===== src/rtl/urlsf_pkg.sv =====
// Shared constants and types for the receiver line status flag block
package urlsf_pkg;

	// Register port addresses
	localparam int         URLSF_ADDR_W      = 3;
	localparam logic [2:0] URLSF_ADDR_DATA   = 3'h0;
	localparam logic [2:0] URLSF_ADDR_CONFIG = 3'h3;
	localparam logic [2:0] URLSF_ADDR_STATUS = 3'h5;
	localparam logic [2:0] URLSF_ADDR_LEVEL  = 3'h6;

	// Receive storage sizing
	localparam int         URLSF_FIFO_DEPTH   = 16;
	localparam int         URLSF_PTR_W        = 4;
	localparam int         URLSF_CNT_W        = 5;
	localparam logic [4:0] URLSF_FIFO_FULL    = 5'h10;
	localparam logic [4:0] URLSF_HOLD_FULL    = 5'h01;
	localparam logic [4:0] URLSF_CNT_RESET    = 5'h00;
	localparam logic [3:0] URLSF_PTR_RESET    = 4'h0;
	localparam logic [3:0] URLSF_PTR_ONE      = 4'h1;
	localparam logic [4:0] URLSF_CNT_ONE      = 5'h01;

	// Word length codes
	localparam logic [1:0] URLSF_WLEN_5 = 2'h0;
	localparam logic [1:0] URLSF_WLEN_6 = 2'h1;
	localparam logic [1:0] URLSF_WLEN_7 = 2'h2;
	localparam logic [1:0] URLSF_WLEN_8 = 2'h3;

	typedef struct packed {
		logic [2:0] rsvd;
		logic       fifo_en;
		logic       par_even;
		logic       par_en;
		logic [1:0] wlen;
	} urlsf_cfg_t;

	typedef struct packed {
		logic       fe;
		logic       pe;
		logic [7:0] data;
	} urlsf_entry_t;

	typedef struct packed {
		logic [3:0] rsvd;
		logic       fe;
		logic       pe;
		logic       ovr;
		logic       ready;
	} urlsf_status_t;

	// Reset values
	localparam urlsf_cfg_t   URLSF_CFG_RESET   = 8'h03;
	localparam urlsf_entry_t URLSF_ENTRY_RESET = 10'h000;
	localparam logic [7:0]   URLSF_BYTE_ZERO   = 8'h00;

endpackage


===== src/rtl/urlsf_fifo.sv =====
// Flip-flop receive FIFO carrying each character with its error flags
`timescale 1ns/1ns
module urlsf_fifo
(
	// Clock and reset
	input  wire logic                              clk_in,
	input  wire logic                              rst_b_in,
	// Control
	input  wire logic                              flush_in,
	input  wire logic                              push_in,
	input  wire logic                              pop_in,
	input  wire urlsf_pkg::urlsf_entry_t           push_entry_in,
	// State
	output      urlsf_pkg::urlsf_entry_t           top_entry_out,
	output      logic [urlsf_pkg::URLSF_CNT_W-1:0] count_out,
	output      logic [urlsf_pkg::URLSF_CNT_W-1:0] count_next_out
);

	urlsf_pkg::urlsf_entry_t             mem_reg [urlsf_pkg::URLSF_FIFO_DEPTH];
	logic [urlsf_pkg::URLSF_PTR_W-1:0]   wr_ptr_reg;
	logic [urlsf_pkg::URLSF_PTR_W-1:0]   rd_ptr_reg;
	logic [urlsf_pkg::URLSF_CNT_W-1:0]   count_reg;
	logic                                push_ok;
	logic                                pop_ok;

	// Guards here too, so a stray strobe cannot wrap a pointer
	assign push_ok = push_in && !flush_in && (count_reg != urlsf_pkg::URLSF_FIFO_FULL);
	assign pop_ok  = pop_in && !flush_in && (count_reg != urlsf_pkg::URLSF_CNT_RESET);

	genvar i;
	generate
		for (i = 0; i < urlsf_pkg::URLSF_FIFO_DEPTH; i++)
		begin : g_entry
			localparam logic [urlsf_pkg::URLSF_PTR_W-1:0] ENTRY_IDX = urlsf_pkg::URLSF_PTR_W'(i);
			always_ff @(posedge clk_in)
			begin
				if (!rst_b_in)
					mem_reg[i] <= urlsf_pkg::URLSF_ENTRY_RESET;
				else if (push_ok && (wr_ptr_reg == ENTRY_IDX))
					mem_reg[i] <= push_entry_in;
			end
		end
	endgenerate

	always_ff @(posedge clk_in)
	begin
		if (!rst_b_in || flush_in)
			wr_ptr_reg <= urlsf_pkg::URLSF_PTR_RESET;
		else if (push_ok)
			wr_ptr_reg <= wr_ptr_reg + urlsf_pkg::URLSF_PTR_ONE;
	end

	always_ff @(posedge clk_in)
	begin
		if (!rst_b_in || flush_in)
			rd_ptr_reg <= urlsf_pkg::URLSF_PTR_RESET;
		else if (pop_ok)
			rd_ptr_reg <= rd_ptr_reg + urlsf_pkg::URLSF_PTR_ONE;
	end

	always_comb
	begin
		count_next_out = count_reg;
		if (flush_in)
			count_next_out = urlsf_pkg::URLSF_CNT_RESET;
		else if (push_ok && !pop_ok)
			count_next_out = count_reg + urlsf_pkg::URLSF_CNT_ONE;
		else if (pop_ok && !push_ok)
			count_next_out = count_reg - urlsf_pkg::URLSF_CNT_ONE;
	end

	always_ff @(posedge clk_in)
	begin
		if (!rst_b_in)
			count_reg <= urlsf_pkg::URLSF_CNT_RESET;
		else
			count_reg <= count_next_out;
	end

	assign count_out     = count_reg;
	assign top_entry_out = mem_reg[rd_ptr_reg];

endmodule


===== src/rtl/urlsf_top.sv =====
// Receiver line status flags: shift register, receive FIFO and status register
//
// Behaviour
// - A character without a valid stop bit raises the framing flag, and in FIFO mode the flag follows the top character.
// - A character whose parity differs from the set parity raises status bit 2, following the top character in FIFO mode.
// - Status bit 1 is raised when a character completes while the receive storage is already full.
// - On overrun the shift register is overwritten by the new character.
// - On overrun nothing is pushed, so characters already stored stay intact.
// - Status bit 0 is high whenever at least one character is held in the holding register or FIFO.
// - The data ready bit is low whenever no character is held.
`timescale 1ns/1ns
module urlsf_top
(
	// Clock and reset
	input  wire logic                              clk_in,
	input  wire logic                              rst_b_in,
	// Completed character from the serial front end
	input  wire logic                              rx_done_in,
	input  wire logic [7:0]                        rx_data_in,
	input  wire logic                              rx_parity_bit_in,
	input  wire logic                              rx_stop_bit_in,
	// Register port
	input  wire logic [urlsf_pkg::URLSF_ADDR_W-1:0] addr_in,
	input  wire logic [7:0]                        wr_data_in,
	input  wire logic                              wr_en_in,
	input  wire logic                              rd_en_in,
	output      logic [7:0]                        rd_data_out,
	// Status
	output      logic                              rx_ready_out
);

	urlsf_pkg::urlsf_cfg_t               cfg_reg;
	urlsf_pkg::urlsf_cfg_t               cfg_next;
	urlsf_pkg::urlsf_entry_t             rsr_reg;
	urlsf_pkg::urlsf_entry_t             new_entry;
	urlsf_pkg::urlsf_entry_t             top_entry;
	urlsf_pkg::urlsf_status_t            status;
	logic                                ovr_reg;
	logic [7:0]                          rd_data_reg;
	logic [7:0]                          rd_data_next;
	logic                                ready_reg;
	logic [urlsf_pkg::URLSF_CNT_W-1:0]   count;
	logic [urlsf_pkg::URLSF_CNT_W-1:0]   count_next;
	logic [urlsf_pkg::URLSF_CNT_W-1:0]   full_level;
	logic                                full;
	logic                                overrun_evt;
	logic                                push;
	logic                                pop;
	logic                                flush;
	logic                                cfg_wr;
	logic                                status_rd;
	logic                                data_rd;
	logic                                level_rd;
	logic [7:0]                          len_mask;
	logic [7:0]                          data_masked;
	logic                                par_sum;

	// Register port decode
	assign cfg_wr    = wr_en_in && (addr_in == urlsf_pkg::URLSF_ADDR_CONFIG);
	assign status_rd = rd_en_in && (addr_in == urlsf_pkg::URLSF_ADDR_STATUS);
	assign data_rd   = rd_en_in && (addr_in == urlsf_pkg::URLSF_ADDR_DATA);
	assign level_rd  = rd_en_in && (addr_in == urlsf_pkg::URLSF_ADDR_LEVEL);

	always_comb
	begin
		cfg_next      = wr_data_in;
		cfg_next.rsvd = 3'h0;
	end

	always_ff @(posedge clk_in)
	begin
		if (!rst_b_in)
			cfg_reg <= urlsf_pkg::URLSF_CFG_RESET;
		else if (cfg_wr)
			cfg_reg <= cfg_next;
	end

	// Switching mode empties storage; stale entries would mix two depths
	assign flush = cfg_wr && (cfg_next.fifo_en != cfg_reg.fifo_en);

	// Character checking
	always_comb
	begin
		case (cfg_reg.wlen)
			urlsf_pkg::URLSF_WLEN_5: len_mask = 8'h1f;
			urlsf_pkg::URLSF_WLEN_6: len_mask = 8'h3f;
			urlsf_pkg::URLSF_WLEN_7: len_mask = 8'h7f;
			default:                 len_mask = 8'hff;
		endcase
	end

	assign data_masked = rx_data_in & len_mask;
	assign par_sum     = (^data_masked) ^ rx_parity_bit_in;

	always_comb
	begin
		new_entry.data = data_masked;
		// Even parity fails on an odd sum, odd parity on an even sum
		new_entry.pe   = cfg_reg.par_en && (par_sum == cfg_reg.par_even);
		new_entry.fe   = !rx_stop_bit_in;
	end

	// Holding register mode is the same storage limited to one entry
	assign full_level  = cfg_reg.fifo_en ? urlsf_pkg::URLSF_FIFO_FULL : urlsf_pkg::URLSF_HOLD_FULL;
	assign full        = (count >= full_level);
	assign overrun_evt = rx_done_in && full;
	assign push        = rx_done_in && !full;
	assign pop         = data_rd && (count != urlsf_pkg::URLSF_CNT_RESET);

	// Shift register always takes the newest character
	always_ff @(posedge clk_in)
	begin
		if (!rst_b_in)
			rsr_reg <= urlsf_pkg::URLSF_ENTRY_RESET;
		else if (rx_done_in)
			rsr_reg <= new_entry;
	end

	urlsf_fifo u_fifo
	(
		.clk_in         (clk_in),
		.rst_b_in       (rst_b_in),
		.flush_in       (flush),
		.push_in        (push),
		.pop_in         (pop),
		.push_entry_in  (new_entry),
		.top_entry_out  (top_entry),
		.count_out      (count),
		.count_next_out (count_next)
	);

	// Overrun is sticky until a status read; a new overrun beats the clear
	always_ff @(posedge clk_in)
	begin
		if (!rst_b_in)
			ovr_reg <= 1'b0;
		else if (overrun_evt)
			ovr_reg <= 1'b1;
		else if (status_rd)
			ovr_reg <= 1'b0;
	end

	always_ff @(posedge clk_in)
	begin
		if (!rst_b_in)
			ready_reg <= 1'b0;
		else
			ready_reg <= (count_next != urlsf_pkg::URLSF_CNT_RESET);
	end

	// Error flags track the top entry only while it exists
	always_comb
	begin
		status       = 8'h00;
		status.ready = (count != urlsf_pkg::URLSF_CNT_RESET);
		status.ovr   = ovr_reg;
		status.pe    = status.ready && top_entry.pe;
		status.fe    = status.ready && top_entry.fe;
	end

	always_comb
	begin
		rd_data_next = urlsf_pkg::URLSF_BYTE_ZERO;
		if (status_rd)
			rd_data_next = status;
		else if (data_rd)
			rd_data_next = pop ? top_entry.data : urlsf_pkg::URLSF_BYTE_ZERO;
		else if (rd_en_in && (addr_in == urlsf_pkg::URLSF_ADDR_CONFIG))
			rd_data_next = cfg_reg;
		else if (level_rd)
			rd_data_next = {3'h0, count};
	end

	// Read data stands for exactly one cycle after the strobe
	always_ff @(posedge clk_in)
	begin
		if (!rst_b_in)
			rd_data_reg <= urlsf_pkg::URLSF_BYTE_ZERO;
		else
			rd_data_reg <= rd_data_next;
	end

	assign rd_data_out  = rd_data_reg;
	assign rx_ready_out = ready_reg;

	// Checks

	AST_FE_TOP: assert property (@(posedge clk_in) disable iff (!rst_b_in)
		status_rd && (count != urlsf_pkg::URLSF_CNT_RESET) |=> rd_data_out[3] == $past(top_entry.fe))
		else $error("framing flag does not follow top entry");

	AST_FE_STORE: assert property (@(posedge clk_in) disable iff (!rst_b_in)
		rx_done_in && !full && !flush && (count == urlsf_pkg::URLSF_CNT_RESET)
		|=> (top_entry.fe == !$past(rx_stop_bit_in)) && (top_entry.pe == $past(new_entry.pe)))
		else $error("stored flags differ from received character");

	AST_PE_OFF: assert property (@(posedge clk_in) disable iff (!rst_b_in)
		push && !flush && (count == urlsf_pkg::URLSF_CNT_RESET) && !cfg_reg.par_en |=> !status.pe)
		else $error("parity flag set while parity checking is off");

	AST_PE_TOP: assert property (@(posedge clk_in) disable iff (!rst_b_in)
		status_rd |=> rd_data_out[2] == $past(status.ready && top_entry.pe))
		else $error("parity flag does not follow top entry");

	AST_OVR_SET: assert property (@(posedge clk_in) disable iff (!rst_b_in)
		rx_done_in && (count >= full_level) |=> ovr_reg ##1 (ovr_reg || $past(status_rd)))
		else $error("overrun not flagged on full storage");

	AST_OVR_CLEAR: assert property (@(posedge clk_in) disable iff (!rst_b_in)
		status_rd && !overrun_evt |=> !ovr_reg)
		else $error("overrun not cleared by status read");

	AST_RSR_LOAD: assert property (@(posedge clk_in) disable iff (!rst_b_in)
		rx_done_in |=> rsr_reg.data == ($past(rx_data_in) & $past(len_mask)))
		else $error("shift register not overwritten");

	AST_NO_PUSH_FULL: assert property (@(posedge clk_in) disable iff (!rst_b_in)
		rx_done_in && full && !pop && !flush |=> $stable(count) && $stable(top_entry))
		else $error("storage changed during overrun");

	AST_READY_HIGH: assert property (@(posedge clk_in) disable iff (!rst_b_in)
		(count != urlsf_pkg::URLSF_CNT_RESET) |-> rx_ready_out && status.ready)
		else $error("data ready low while data held");

	AST_READY_LOW: assert property (@(posedge clk_in) disable iff (!rst_b_in)
		(count == urlsf_pkg::URLSF_CNT_RESET) |-> !rx_ready_out && !status.ready)
		else $error("data ready high while empty");

	AST_PUSH_COUNT: assert property (@(posedge clk_in) disable iff (!rst_b_in)
		push && !pop && !flush
		|=> count == $past(count) + urlsf_pkg::URLSF_CNT_ONE)
		else $error("accepted character not counted");

	AST_POP_COUNT: assert property (@(posedge clk_in) disable iff (!rst_b_in)
		pop && !push && !flush
		|=> count == $past(count) - urlsf_pkg::URLSF_CNT_ONE)
		else $error("read character not removed");

	AST_COUNT_BOUND: assert property (@(posedge clk_in) disable iff (!rst_b_in)
		count <= full_level)
		else $error("storage count beyond its depth");

	AST_OVR_HOLD: assert property (@(posedge clk_in) disable iff (!rst_b_in)
		ovr_reg && !status_rd
		|=> ovr_reg)
		else $error("overrun lost without a status read");

	AST_OVR_ONLY_EVT: assert property (@(posedge clk_in) disable iff (!rst_b_in)
		!ovr_reg && !overrun_evt
		|=> !ovr_reg)
		else $error("overrun raised without a full storage");

	AST_OVR_RD: assert property (@(posedge clk_in) disable iff (!rst_b_in)
		status_rd
		|=> rd_data_out[1] == $past(ovr_reg))
		else $error("overrun bit misreported");

	AST_STATUS_EMPTY: assert property (@(posedge clk_in) disable iff (!rst_b_in)
		status_rd && (count == urlsf_pkg::URLSF_CNT_RESET)
		|=> rd_data_out[3:0] == {2'h0, $past(ovr_reg), 1'h0})
		else $error("status flags set while empty");

	AST_READY_RD: assert property (@(posedge clk_in) disable iff (!rst_b_in)
		status_rd && (count != urlsf_pkg::URLSF_CNT_RESET)
		|=> rd_data_out[0])
		else $error("data ready bit low in status read");

	AST_DATA_TOP: assert property (@(posedge clk_in) disable iff (!rst_b_in)
		data_rd && (count != urlsf_pkg::URLSF_CNT_RESET)
		|=> rd_data_out == $past(top_entry.data))
		else $error("data read differs from top entry");

	AST_DATA_EMPTY: assert property (@(posedge clk_in) disable iff (!rst_b_in)
		data_rd && !rx_done_in && (count == urlsf_pkg::URLSF_CNT_RESET)
		|=> (rd_data_out == urlsf_pkg::URLSF_BYTE_ZERO) && (count == urlsf_pkg::URLSF_CNT_RESET))
		else $error("empty data read returned data");

	AST_RD_IDLE: assert property (@(posedge clk_in) disable iff (!rst_b_in)
		!rd_en_in
		|=> rd_data_out == urlsf_pkg::URLSF_BYTE_ZERO)
		else $error("read data standing without a read");

	AST_FULL_NO_GROW: assert property (@(posedge clk_in) disable iff (!rst_b_in)
		full && !flush
		|=> count <= $past(count))
		else $error("full storage grew");

	AST_RSR_FLAGS: assert property (@(posedge clk_in) disable iff (!rst_b_in)
		rx_done_in
		|=> rsr_reg.fe == !$past(rx_stop_bit_in))
		else $error("shift register flags not overwritten");

	AST_FE_CLEAN: assert property (@(posedge clk_in) disable iff (!rst_b_in)
		push && !flush && (count == urlsf_pkg::URLSF_CNT_RESET) && rx_stop_bit_in
		|=> !status.fe)
		else $error("framing flag set for a good stop bit");

	AST_FE_SET: assert property (@(posedge clk_in) disable iff (!rst_b_in)
		push && !flush && (count == urlsf_pkg::URLSF_CNT_RESET) && !rx_stop_bit_in
		|=> status.fe)
		else $error("framing flag missing for a bad stop bit");

	AST_FLUSH_EMPTY: assert property (@(posedge clk_in) disable iff (!rst_b_in)
		flush
		|=> (count == urlsf_pkg::URLSF_CNT_RESET) && !rx_ready_out)
		else $error("mode change left storage filled");

	AST_LEVEL_RD: assert property (@(posedge clk_in) disable iff (!rst_b_in)
		level_rd
		|=> rd_data_out == {3'h0, $past(count)})
		else $error("level read differs from storage count");

endmodule


===== config.mk =====
export PLATFORM = sky130hd
export DESIGN_NAME = urlsf_top
export DESIGN_NICKNAME = d
export VERILOG_FILES = /design/src/rtl/urlsf_pkg.sv /design/src/rtl/urlsf_fifo.sv /design/src/rtl/urlsf_top.sv
export SDC_FILE = /design/constraint.sdc
export NUM_CORES = 1
export LEC_CHECK = 0
export BUFFER_PORTS_ARGS = -buffer_cell sky130_fd_sc_hd__buf_4
export CAP_MARGIN = 20
export CORE_ASPECT_RATIO = 0.75
export CORE_UTILIZATION = 35
export DETAILED_ROUTE_END_ITERATION = 8
export GPL_TIMING_DRIVEN = 0
export SYNTH_ARGS = -nofsm -noshare
export SYNTH_HDL_FRONTEND = slang
export SYNTH_SLANG_ARGS = --single-unit

===== constraint.sdc =====
create_clock -name clk_in -period 3 [get_ports clk_in]
set_input_delay 0.6 -clock clk_in [delete_from_list [all_inputs] [get_ports clk_in]]
set_output_delay 0.6 -clock clk_in [all_outputs]
set_load 0.05 [all_outputs]

==> flow_summary.ini <==
[clocking]
numCtsBuffers = 17
cts-root-buf = clkbuf_16
clock-sinks = 192
clockBufferDepth = 2
htree_levels = 4
path_clk_slew_ns = 0.07
cts_tree = done
clk_latency_ns = 0.44

[worst_setup_path]
worstPathMaxFanout = 9
crit_family = simple AND/OR/NAND/NOR gates
path_class = register to register
crit_arrival_ns = 3.05
cpMaxStageDelayCell = or4b_1
start_kind = register
rrSetupSlack_ns = 0.11
crit_required_ns = 3.15
path_buf_inv = 3
r2r-start = u_fifo.count_out[0]
slowest_delay_ns = 0.53
end_kind = register
r2r_cells = 9
crit_chain = inv_1 > ha_1 > or4b_1 > o22ai_4 > and2_4 > buf_6 > nand2_2 > o21ai_4 > buf_6
crit_path_frequent_cell = buf_6
r2r_end = u_fifo.mem_reg[10][2]

[power_and_ir_drop]
clockPowerShare_pct = 35.1
power_frac_seq_pct = 47.5
p_comb_share_pct = 17.4
p_leak_nw = 3.86
netSwitchingFraction_pct = 26.8
p_per_area_nw_per_um2 = 619
power.internal_mw = 4.86
power.switching_mw = 1.78
vdd_ir_drop_max_uv = 436

[final_layout]
stdcell_count = 1078
finalNetCount = 770
largest_reg_flops = 160
syn2layout_area_growth_pct = 21.2
drive_gt1_share_pct = 24.8

[timing]
finalSetupViolCount = 0
max_slew.worst_pin.slew_ns = 1.02
maxSlewViolCount = 0
slew_headroom_pct = 31.7
fin_tns_setup_ns = 0
hold_viol = 0
hold_slack_ns = 0.376
max_freq_ghz = 0.346
period_needed_ns = 2.89
layout_worst_path_cycle_share_pct = 96.4
skew_ns = 0.0104
rsz0062_at_grt = false

[yosys]
yosysTopAreaCell = edfxtp_1
synthCells = 654
synthesis.nets = 690
ys_seq_area_share_pct = 61.6
synth_top_area_share_pct = 54.4
synth_cell_types = 47
ys_ff_latch = 192
yosys-top-cells-area = edfxtp_1, mux4_2, dfxtp_1, nor2_1, and2_1
ys.flop_type = edfxtp_1
async_reset_ff_share_pct = 0
synth_area_um2 = 8840
yosys-top-cells-count = edfxtp_1, nor2_1, and2_1, mux4_2, dfxtp_1
synth_edf_count = 160
synth.most_common_cell = edfxtp_1
ys_warn_count = 0
synth.avg_cell_area_um2 = 13.5

[drt]
viasPerCell = 5.27
firstDrtPassIters = 5
drt_drc_violations_left = 0
ant_nets = 0
wl_um = 22600
wire_per_inst_um = 21.0
vias = 5676
drtIter0Drc = 521

[global_route]
grt_first_pass_wirelength_um = 34700
grt_pass1_vias = 5642
grt_overflow = 0
grt_antenna_before_repair = 0
gr-usage-all-layers_pct = 18.7
grt_start_max_net_pins = 17

[worst_hold_path]
whs_path_depth = 3
hold-path-endpoint = cfg_reg[0]
holdCritPathClass = input port to register
worstHoldStart = wr_data_in[0]

[place]
dp_hpwl_um = 16500
gp_congestion = 0.831
dp_cells = 1030
portBuffers = 30

[floorplan]
io_pins = 35
die_area_um2 = 25900
fp.dieH_um = 140
core_area_um2 = 24400
die_w_um = 186
rows = 49
start_util_pct = 36.2

[outcome]
status = finished, final reports clean

[job]
maxCapViolCount = 0
logic make-up after synthesis:
logic type               count (synthesis)  share of synthesized area, %
adder cells (fa/ha/maj)                 10                          1.42
buffers and inverters                   42                          2.14
flip-flops                             192                          61.6
AND/OR/NAND/NOR                        277                          15.9
multiplexers                            60                          13.0
AO/OA/AOI/OAI                           55                          4.13
XOR/XNOR                                18                          1.78
cells in the final DEF (no fill, tap or decap), types with 7 or more instances in the layout:
master / instances
clkbuf_1: 21
nor2b_1: 9
buf_6: 16
inv_1: 7
xnor2_1: 14
mux4_2: 44
nand3_1: 20
clkbuf_16: 17
buf_4: 41
nand2_1: 20
ha_1: 10
edfxtp_1: 160
a211oi_1: 11
o21ai_4: 16
and2_1: 62
nor2_1: 114
buf_12: 10
and3_1: 21
dfxtp_1: 30
mux2i_1: 15
per-layer routing:
metal  vias up  share of wire [%]  GRT usage [%]
met5         -                  0              0
met4         0                1.8           6.26
met3        31                6.3           3.38
met2       205                 43           26.2
met1      2854                 49           28.9
li1       2586                  -              -
power groups by stage:
stage | logic [mW] | registers, mW | clock network [mW]
2_1_floorplan | 0.651 | 3.21 | 0
3_3_place_gp | 0.962 | 3.21 | 0
3_5_place_dp | 1.01 | 3.21 | 0
4_1_cts | 1.11 | 3.15 | 2.34
5_1_grt | 1.23 | 3.17 | 2.45
6_report | 1.15 | 3.15 | 2.33
worst register-to-register path, cell delays in order (launching register included):
cell	delay [ns]
dfxtp_2	0.41
inv_1	0.13
ha_1	0.28
or4b_1	0.53
o22ai_4	0.16
and2_4	0.16
buf_6	0.14
nand2_2	0.23
o21ai_4	0.37
buf_6	0.19
area by class of cell:
class,count,area (um2)
fill,2240,13700
clock inverter,14,169
inverter,7,26.3
tap,331,414
sequential,192,5450
clock buffer,17,425
multi-input combinational,420,3410
timing repair buffer,62,654
antenna,1,2.50
buffer,34,161
stage by stage:
stage          setup slack [ns]  utilization (%)  total power [mW]  cell area, um2
6_report                  0.107             43.9              6.64           10700
3_3_place_gp              -1.21             38.8              4.18            9480
4_1_cts                  0.0381             43.8              6.60           10700
2_1_floorplan           -0.0892                -              3.86            8840
3_5_place_dp             -0.621             39.5              4.22            9650
5_1_grt                  0.0238             43.9              6.85           10700
worst max path at each step:
stage	end	from	cells after the start	slack [ns]
3_5_place_dp	u_fifo.mem_reg[8][5]	u_fifo.count_out[0]	8	-0.62
3_3_place_gp	u_fifo.mem_reg[3][3]	u_fifo.count_out[0]	9	-1.21
6_report	u_fifo.mem_reg[10][2]	u_fifo.count_out[0]	9	0.11
2_1_floorplan	u_fifo.mem_reg[7][0]	u_fifo.count_out[0]	9	-0.09
4_1_cts	u_fifo.mem_reg[3][3]	u_fifo.count_out[0]	8	0.04
5_1_grt	u_fifo.mem_reg[10][2]	u_fifo.count_out[0]	9	0.02
timing repair:
action / 4_1_cts / 5_1_grt
setup endpoints to repair: 190 / 110
endpoints found under the hold margin: 0 / 0
hold buffers: 0 / 0
pin swaps: 15 / 1
setup buffers: 15 / 1
resized for setup: 39 / 7
Power figures use the tool's default switching activity.
